`config.mk`:
```
export PLATFORM = sky130hd
export DESIGN_NAME = fnsl_node
export DESIGN_NICKNAME = d
export VERILOG_FILES = /design/src/hdl/fnsl_sync3.v /design/src/hdl/fnsl_node.v
export VERILOG_INCLUDE_DIRS = /design/src /design/src/hdl
export SDC_FILE = /design/constraint.sdc
export NUM_CORES = 1
export LEC_CHECK = 0
export BUFFER_PORTS_ARGS = -buffer_cell sky130_fd_sc_hd__buf_4
export CORE_MARGIN = 3
export CORE_UTILIZATION = 45
export CTS_BUF_LIST = sky130_fd_sc_hd__clkbuf_16
export CTS_CLUSTER_DIAMETER = 40
export DETAILED_ROUTE_END_ITERATION = 8
export GPL_TIMING_DRIVEN = 0
export HOLD_SLACK_MARGIN = 0.05
export PLACE_DENSITY = 0.62
export SETUP_SLACK_MARGIN = 0.05
export SLEW_MARGIN = 20
export SYNTH_ARGS = -nofsm -noshare
export SYNTH_HDL_FRONTEND = slang
export SYNTH_SLANG_ARGS = --single-unit
```
`constraint.sdc`:
```
create_clock -name clk_i -period 1.8 [get_ports clk_i]
set_input_delay 0.09 -clock clk_i [delete_from_list [all_inputs] [get_ports clk_i]]
set_output_delay 0.09 -clock clk_i [all_outputs]
set_load 0.1 [all_outputs]
```
`src/hdl/fnsl_map.vh`:
```
// Overview of operation
// - NOT_ACTIVE keeps the green indicator dark.
// - Managing node: no frame before timeout moves to PRE_OPERATIONAL_1.
// - Managing node: traffic before timeout means the managing function never starts.
// - Controlled node: no frame before timeout moves to BASIC_ETHERNET.
// - Controlled node: traffic before timeout moves to PRE_OPERATIONAL_1.
// - BASIC_ETHERNET runs plain Ethernet, green flickers at about 10 Hz.
// - Managing node leaves BASIC_ETHERNET only through interface reset.
// - Controlled node in BASIC_ETHERNET moves to PRE_OPERATIONAL_1 on traffic.
// - PRE_OPERATIONAL_1 shows a single flash about once per second.
// - Managing node in PRE_OPERATIONAL_1 runs reduced cycle only, no cyclic traffic.
// - Controlled node in PRE_OPERATIONAL_1 takes configuration, advances on SoC.
// - Controlled node in pre-operational or ready states lights red on manager failure.
// - PRE_OPERATIONAL_2 shows a double flash about once per second.
// - Managing node in PRE_OPERATIONAL_2 starts cyclic traffic, configures nodes, ignores inputs.
// - Controlled node in PRE_OPERATIONAL_2 moves to READY_TO_OPERATE on manager command.
// - READY_TO_OPERATE shows a triple flash about once per second.
// - Managing node in READY_TO_OPERATE runs cyclic traffic, discards received process data.
// - Controlled node in READY_TO_OPERATE sends mapped data, does not evaluate inputs.
// - OPERATIONAL keeps green steady on, mapping active, inputs evaluated.
// - STOPPED blinks green with equal phases at about 2.5 Hz.
// - Managing node never enters STOPPED.
// - Controlled node in STOPPED drives no data, enters and leaves only on command.
`ifndef FNSL_MAP_VH
`define FNSL_MAP_VH
// node states
`define FNSL_ST_NOT_ACTIVE 3'h0
`define FNSL_ST_BASIC_ETH 3'h1
`define FNSL_ST_PREOP1 3'h2
`define FNSL_ST_PREOP2 3'h3
`define FNSL_ST_READY 3'h4
`define FNSL_ST_OPER 3'h5
`define FNSL_ST_STOPPED 3'h6
// manager commands
`define FNSL_CMD_NONE 3'h0
`define FNSL_CMD_READY 3'h1
`define FNSL_CMD_OPER 3'h2
`define FNSL_CMD_STOP 3'h3
`define FNSL_CMD_PREOP2 3'h4
// timing: tick period in ns and cycles at 100 ns clock
`define FNSL_CLK_NS 100
`define FNSL_TICK_NS 50000000
`define FNSL_TICK_CYC (`FNSL_TICK_NS / `FNSL_CLK_NS)
// pattern lengths in ticks of 50 ms
`define FNSL_FLICKER_TICKS 1
`define FNSL_BLINK_TICKS 4
`define FNSL_FLASH_ON_TICKS 2
`define FNSL_FLASH_GAP_TICKS 2
`define FNSL_FLASH_PERIOD_TICKS 20
// default frame timeout in ms
`define FNSL_TIMEOUT_MS 1000
`define FNSL_TIMEOUT_TICKS (`FNSL_TIMEOUT_MS * 1000000 / `FNSL_TICK_NS)
`endif

```
`src/hdl/fnsl_sync3.v`:
```
`timescale 1ns/1ps
// three-stage input synchroniser; output changes once stages two and three agree
module fnsl_sync3 (
   input wire clk_i,
   input wire rstn_i,
   input wire d_i,
   output reg q_o
);
   reg s1_q;
   reg s2_q;
   reg s3_q;
   // s1 is read only by s2 to keep metastability away from logic
   always @(posedge clk_i) begin
      if (!rstn_i) begin
         s1_q <= 1'b0;
         s2_q <= 1'b0;
         s3_q <= 1'b0;
         q_o <= 1'b0;
      end else begin
         s1_q <= d_i;
         s2_q <= s1_q;
         s3_q <= s2_q;
         if (s2_q == s3_q) begin
            q_o <= s3_q;
         end
      end
   end
endmodule

```
`src/hdl/fnsl_node.v`:
```
`timescale 1ns/1ps
`include "fnsl_map.vh"
// node state sequencer and green status pattern generator
module fnsl_node #(
   parameter TICK_CYC = `FNSL_TICK_CYC,
   parameter TIMEOUT_TICKS = `FNSL_TIMEOUT_TICKS
) (
   input wire clk_i,
   input wire rstn_i,
   input wire mn_mode_i,
   input wire frame_seen_i,
   input wire soc_seen_i,
   input wire mn_lost_i,
   input wire [2:0] cmd_i,
   input wire cmd_valid_i,
   output reg [2:0] state_o,
   output reg green_o,
   output reg red_o,
   output reg mn_active_o,
   output reg cyclic_en_o,
   output reg rx_eval_o,
   output reg tx_pdo_o,
   output reg eth_only_o
);
   localparam [2:0] S_NA = `FNSL_ST_NOT_ACTIVE;
   localparam [2:0] S_BE = `FNSL_ST_BASIC_ETH;
   localparam [2:0] S_P1 = `FNSL_ST_PREOP1;
   localparam [2:0] S_P2 = `FNSL_ST_PREOP2;
   localparam [2:0] S_RD = `FNSL_ST_READY;
   localparam [2:0] S_OP = `FNSL_ST_OPER;
   localparam [2:0] S_ST = `FNSL_ST_STOPPED;
   localparam [4:0] FL_ON = `FNSL_FLASH_ON_TICKS;
   localparam [4:0] FL_GAP = `FNSL_FLASH_GAP_TICKS;
   localparam [4:0] FL_PER = `FNSL_FLASH_PERIOD_TICKS;
   localparam [4:0] BL_HALF = `FNSL_BLINK_TICKS;
   localparam [4:0] FL_STEP = FL_ON + FL_GAP;

   wire frame_s;
   wire soc_s;
   wire lost_s;
   reg frame_d1_q;
   reg soc_d1_q;
   reg [2:0] st_q;
   reg [2:0] st_d;
   reg [31:0] pre_q;
   reg tick_q;
   reg [15:0] tmo_q;
   reg tmo_done;
   reg mn_q;
   reg mn_block_q;
   reg [4:0] ph_q;
   reg [4:0] bl_q;
   reg bl_lvl_q;
   reg fk_q;
   reg flash_lvl;
   reg [1:0] nflash;
   reg green_d;
   wire frame_rise;
   wire soc_rise;

   // bus indications arrive from the frame receiver, possibly on another clock
   fnsl_sync3 u_sync_frame (
      .clk_i(clk_i),
      .rstn_i(rstn_i),
      .d_i(frame_seen_i),
      .q_o(frame_s)
   );
   fnsl_sync3 u_sync_soc (
      .clk_i(clk_i),
      .rstn_i(rstn_i),
      .d_i(soc_seen_i),
      .q_o(soc_s)
   );
   fnsl_sync3 u_sync_lost (
      .clk_i(clk_i),
      .rstn_i(rstn_i),
      .d_i(mn_lost_i),
      .q_o(lost_s)
   );

   assign frame_rise = frame_s & ~frame_d1_q;
   assign soc_rise = soc_s & ~soc_d1_q;

   // shared prescaled tick feeds timeout and all patterns
   always @(posedge clk_i) begin
      if (!rstn_i) begin
         pre_q <= 32'h0;
         tick_q <= 1'b0;
         frame_d1_q <= 1'b0;
         soc_d1_q <= 1'b0;
      end else begin
         frame_d1_q <= frame_s;
         soc_d1_q <= soc_s;
         tick_q <= 1'b0;
         if (pre_q >= TICK_CYC - 1) begin
            pre_q <= 32'h0;
            tick_q <= 1'b1;
         end else begin
            pre_q <= pre_q + 32'h1;
         end
      end
   end

   // role is sampled from reset release until the first tick, then held, so it cannot change later in the run
   always @(posedge clk_i) begin
      if (!rstn_i) begin
         mn_q <= 1'b0;
         tmo_q <= 16'h0;
      end else begin
         if (st_q == S_NA && tmo_q == 16'h0) begin
            mn_q <= mn_mode_i;
         end
         if (st_q != S_NA) begin
            tmo_q <= 16'h0;
         end else if (tick_q && tmo_q != 16'hffff) begin
            tmo_q <= tmo_q + 16'h1;
         end
      end
   end

   // a manager that hears another node before the timeout stays silent until reset
   always @(posedge clk_i) begin
      if (!rstn_i) begin
         mn_block_q <= 1'b0;
      end else if (st_q == S_NA && mn_q && frame_rise) begin
         mn_block_q <= 1'b1;
      end
   end

   // whole ticks only; prescaler and window both start at reset release, so the window is exact
   always @* begin
      tmo_done = (tmo_q >= TIMEOUT_TICKS[15:0]);
   end

   // node state sequencing
   always @* begin
      st_d = st_q;
      case (st_q)
         S_NA: begin
            if (mn_q) begin
               // traffic before timeout: manager stays inactive for good
               if (frame_rise) begin
                  st_d = S_NA;
               end else if (tmo_done && !mn_block_q) begin
                  st_d = S_P1;
               end
            end else begin
               if (frame_rise) begin
                  st_d = S_P1;
               end else if (tmo_done) begin
                  st_d = S_BE;
               end
            end
         end
         S_BE: begin
            // the manager only leaves through reset
            if (!mn_q && frame_rise) begin
               st_d = S_P1;
            end
         end
         S_P1: begin
            if (!mn_q && soc_rise) begin
               st_d = S_P2;
            end else if (!mn_q && cmd_valid_i && cmd_i == `FNSL_CMD_STOP) begin
               st_d = S_ST;
            end else if (mn_q && cmd_valid_i && cmd_i == `FNSL_CMD_PREOP2) begin
               // the manager's own software ends reduced cycle and starts cyclic traffic
               st_d = S_P2;
            end
         end
         S_P2: begin
            if (!mn_q && cmd_valid_i) begin
               if (cmd_i == `FNSL_CMD_READY) begin
                  st_d = S_RD;
               end else if (cmd_i == `FNSL_CMD_STOP) begin
                  st_d = S_ST;
               end
            end else if (mn_q && cmd_valid_i && cmd_i == `FNSL_CMD_READY) begin
               st_d = S_RD;
            end
         end
         S_RD: begin
            // operate is open to both roles
            if (cmd_valid_i && cmd_i == `FNSL_CMD_OPER) begin
               st_d = S_OP;
            end else if (!mn_q && cmd_valid_i && cmd_i == `FNSL_CMD_STOP) begin
               st_d = S_ST;
            end
         end
         S_OP: begin
            // stop is refused for the manager
            if (!mn_q && cmd_valid_i && cmd_i == `FNSL_CMD_STOP) begin
               st_d = S_ST;
            end
         end
         S_ST: begin
            if (cmd_valid_i && cmd_i == `FNSL_CMD_PREOP2) begin
               st_d = S_P2;
            end
         end
         default: begin
            st_d = S_NA;
         end
      endcase
   end

   // state register
   always @(posedge clk_i) begin
      if (!rstn_i) begin
         st_q <= S_NA;
      end else begin
         st_q <= st_d;
      end
   end

   // pattern phase counters; restart on state change so a pattern opens cleanly
   // a tick on the change edge is dropped; the prescaler runs on, so the first phase may run up to one tick short
   always @(posedge clk_i) begin
      if (!rstn_i) begin
         ph_q <= 5'h0;
         bl_q <= 5'h0;
         bl_lvl_q <= 1'b0;
         fk_q <= 1'b0;
      end else if (st_d != st_q) begin
         ph_q <= 5'h0;
         bl_q <= 5'h0;
         bl_lvl_q <= 1'b1;
         fk_q <= 1'b1;
      end else if (tick_q) begin
         fk_q <= ~fk_q;
         if (ph_q == FL_PER - 5'h1) begin
            ph_q <= 5'h0;
         end else begin
            ph_q <= ph_q + 5'h1;
         end
         if (bl_q == BL_HALF - 5'h1) begin
            bl_q <= 5'h0;
            bl_lvl_q <= ~bl_lvl_q;
         end else begin
            bl_q <= bl_q + 5'h1;
         end
      end
   end

   // n flashes of fixed on-time and gap, then the rest of the period is dark
   always @* begin
      // short flashes leave a dark tail longer than the gap even after the third one
      nflash = 2'h1;
      if (st_q == S_P2) begin
         nflash = 2'h2;
      end else if (st_q == S_RD) begin
         nflash = 2'h3;
      end
      flash_lvl = 1'b0;
      if (ph_q < FL_ON) begin
         flash_lvl = 1'b1;
      end else if (nflash >= 2'h2 && ph_q >= FL_STEP && ph_q < FL_STEP + FL_ON) begin
         flash_lvl = 1'b1;
      end else if (nflash == 2'h3 && ph_q >= FL_STEP + FL_STEP &&
                   ph_q < FL_STEP + FL_STEP + FL_ON) begin
         flash_lvl = 1'b1;
      end
   end

   // green pattern per state
   always @* begin
      case (st_q)
         S_NA: green_d = 1'b0;
         S_BE: green_d = fk_q;
         S_P1: green_d = flash_lvl;
         S_P2: green_d = flash_lvl;
         S_RD: green_d = flash_lvl;
         S_OP: green_d = 1'b1;
         S_ST: green_d = bl_lvl_q;
         default: green_d = 1'b0;
      endcase
   end

   // registered outputs and communication enables
   always @(posedge clk_i) begin
      if (!rstn_i) begin
         state_o <= S_NA;
         green_o <= 1'b0;
         red_o <= 1'b0;
         mn_active_o <= 1'b0;
         cyclic_en_o <= 1'b0;
         rx_eval_o <= 1'b0;
         tx_pdo_o <= 1'b0;
         eth_only_o <= 1'b0;
      end else begin
         state_o <= st_q;
         green_o <= green_d;
         // a lost manager is only meaningful for a controlled node
         red_o <= !mn_q && lost_s &&
                  (st_q == S_P1 || st_q == S_P2 || st_q == S_RD);
         mn_active_o <= mn_q && st_q != S_NA && st_q != S_BE;
         // the manager opens cyclic traffic in P2, a controlled node joins from ready
         cyclic_en_o <= (st_q == S_P2 && mn_q) || st_q == S_RD ||
                        st_q == S_OP;
         rx_eval_o <= st_q == S_OP;
         tx_pdo_o <= st_q == S_RD || st_q == S_OP;
         eth_only_o <= st_q == S_BE;
      end
   end
endmodule

```
==> out/metrics.yaml <==
route:
  vias: 3264
  antenna_left: 0
  drt_iter0_markers: 138
  firstDrtPassIters: 4
  wl_per_cell_um: 13.6
  routed_wl_mm: 8.27
  drc: 0
  drt-vias-per-instance: 5.38
sta:
  fin_skew_ns: 0.00929
  setup_viol: 0
  holdWs_ns: 0.166
  fin_tns_setup_ns: 0
  max_freq_mhz: 575
  worst_pin_slew_ns: 0.558
  slew_viol_final: 0
  slew_headroom_pct: 62.8
  fin_ws_ns: 0.0601
  fin_crit_sh_pct: 96.7
  hold_violations: 0
  rsz0062_at_grt: "true"
  period_minus_slack_ns: 1.74
synth:
  synthSimpleGateAreaFrac_pct: 28.3
  synth-compound-area-share_pct: 11.0
  synth-async-reset-ratio_pct: 0
  synth_fa_ha_area_share_pct: 1.60
  synth_seq_cells: 90
  synth-main-ff-cell: "dfxtp_1"
  yosysSeqAreaShare_pct: 46.0
  yosysTopAreaCell: "dfxtp_1"
  synth_area_leaders: "dfxtp_1 (46%), xor2_1 (4.9%), nor2_1 (4.8%)"
  synthCells: 433
  synth_top_family_by_area: "simple AND/OR/NAND/NOR gates"
  yosysWarnings: 0
  synth.distinct_cells: 64
  synth_edf_count: 0
  synth-xor-area-share_pct: 7.61
  syn_area_mm2: 0.00392
  syn_area_per_cell_um2: 9.04
  synth.area.mux_share_pct: 1.05
  yosys.area.top_type_share_pct: 46.0
placed_design:
  pre_cts_slack_ns: -0.0966
  io_buffers: 19
  placed_cell_area_mm2: 0.00423
  gp_congestion: 0.864
  dp_hpwl_mm: 5.55
  placed_cells: 569
clock_tree:
  cts_tree: "yes"
  clockBufferDepth: 2
  clk_pin_slew_ns: 0.07
  ctsHtreeMaxLevel: 3
  clock-root-buffer: "clkbuf_16"
  cts.sinks: 90
  insertion_delay_ns: 0.34
  cts_buffers: 9
layout:
  final_nets: 512
  fin_cells: 607
  synthToLayoutAreaGrowth_pct: 25.9
  post-route-util_pct: 59.1
  n_fill_cell: 749
  antenna_cells: 0
  fin_area_mm2: 0.00493
  final_layout_size_suffix_gt1_share_pct: 24.5
grt:
  grt-busiest-layer: "met2"
  grt_pass1_vias: 2955
  grtUsageMet2_pct: 29.2
  use_met1_pct: 21.7
  grtUsageTotal_pct: 17.1
  grt_max_degree: 19
  gr-total-overflow: 0
  grt_pass1_wl_mm: 13.9
  use_met3_pct: 3.65
  antenna_found_initial: 0
critical_path:
  critPathKind: "flip-flop to flip-flop"
  path_buf_inv: 2
  cp_max_fo: 5
  critPathLaunchType: "flip-flop"
  crit_family: "simple AND/OR/NAND/NOR gates"
  setup.worst_path.end_class: "flip-flop"
  crit_top_cell: "buf_6"
  cp_cell_sequence: "buf_6 > nor4_4 > and4_4 > or4b_4 > a21oi_4 > buf_6 > nor3_2"
  worstPathArrival_ns: 1.96
  slowest_delay_ns: 0.54
  crit_slowest_cell: "or4b_4"
  required_ns: 2.02
floorplanning:
  ioPinCount: 20
  rows: 33
  die_width_um: 99.3
  die_height_um: 99.3
  start_util_pct: 46.9
  fp.coreArea_mm2: 0.00834
  dieArea_mm2: 0.00986
pwr:
  p_int_mw: 3.30
  switching_share_pct: 24.6
  power_frac_clock_pct: 44.7
  ir_drop_uv: 595
  total_power_mw: 4.37
  p_seq_share_pct: 47.6
  combPwrFrac_pct: 7.7
  power.density_mw_per_mm2: 887
  p_leak_nw: 1.86
  p_sw_mw: 1.07
job:
  drv_cap: 0
status:
  outcome: "completed"
worst_hold_path:
  hp-class: "input port to flip-flop"
-- area by class of cell --
type	count	area [µm²]	share of cell area, %
Multi-Input combinational cell	318	2110	42.9
Clock buffer	9	225	4.57
Clock inverter	7	92.6	1.88
Tap cell	105	131	2.67
Sequential cell	90	1830	37.1
Inverter	16	60.1	1.22
Buffer	19	131	2.67
Timing Repair Buffer	43	344	6.98
-- per-layer routing --
metal	vias up	routed length (µm)
met5	-	0
met4	0	89
met3	10	214
met2	50	4170
met1	1556	3790
li1	1648	-
-- path summary, 6_finish.rpt --
path	to	cells past startpoint	slack, ns	startpoint
setup reg to reg	ph_q[4]$_SDFFE_PP0P_	7	0.06	tmo_q[13]$_SDFFE_PP0P_
hold reg to reg	u_sync_frame.s2_q$_SDFF_PN0_	1	0.44	u_sync_frame.s1_q$_SDFF_PN0_
hold / removal	tmo_q[7]$_SDFFE_PP0P_	3	0.17	rstn_i
setup / recovery	ph_q[4]$_SDFFE_PP0P_	7	0.06	tmo_q[13]$_SDFFE_PP0P_
-- worst reg2reg max path, delay by kind of cell (launching register included) --
kind | cells | cell delay (ns)
buffers and inverters | 2 | 0.29
AND/OR/NAND/NOR | 4 | 0.79
AO/OA/AOI/OAI | 1 | 0.21
flip-flops | 1 | 0.34
-- layout by cell type, fill, tap and decap left out, drive strengths merged, types with 16 or more instances in the layout --
| cell type | count |
|---|---|
| dfxtp | 90 |
| nor2 | 59 |
| buf | 49 |
| nand3 | 27 |
| xor2 | 22 |
| nand2 | 22 |
| nand4 | 20 |
| inv | 20 |
| clkbuf | 18 |
| o21ai | 16 |
-- state kept, by name, indices dropped and copies added (netlist names), 3 cells and up --
signal / cells
state_o: 3
pre_q: 32
st_q: 3
tmo_q: 16
bl_q: 5
ph_q: 5
-- synth_stat cells, types with 6 or more instances --
library cell,instances
o21ai_0,12
nor4_1,7
nor2_2,9
inv_1,16
clkbuf_1,9
xor2_1,22
nand4_1,20
dfxtp_1,90
nor3_1,12
and3_1,6
nand2_1,22
a21oi_1,11
xnor2_1,12
nor2_1,50
and2_1,14
buf_2,8
nand3_1,26
-- cells by family (layout without fill, tap and decap cells) --
logic type                 Yosys count  count (layout)
AOI/OAI and AO/OA                   61              61
xor gates and xnor gates            34              34
adders and majority gates            5               5
buffers and inverters               37              94
DFF                                 90              90
muxes                                4               4
other                                1              13
and+or+nand+nor                    201             201
-- timing repair --
item | CTS | global route
gates cloned | 1 | 0
hold buffers | 4 | 0
resized for setup | 29 | 39
hold endpoints to repair | 4 | 0
pin swaps | 15 | 10
setup buffers | 7 | 13
endpoints found under the setup margin | 21 | 32
-- power by group through the flow --
stage	Clock [mW]	Combinational, mW	Sequential (mW)
after floorplan	0	0.190	2.16
after global placement	0	0.301	2.13
after detailed placement	0	0.305	2.13
after CTS	2.00	0.330	2.08
after global routing	2.07	0.374	2.09
final	1.95	0.337	2.08
Note: power is estimated with default switching activity, not from simulation.
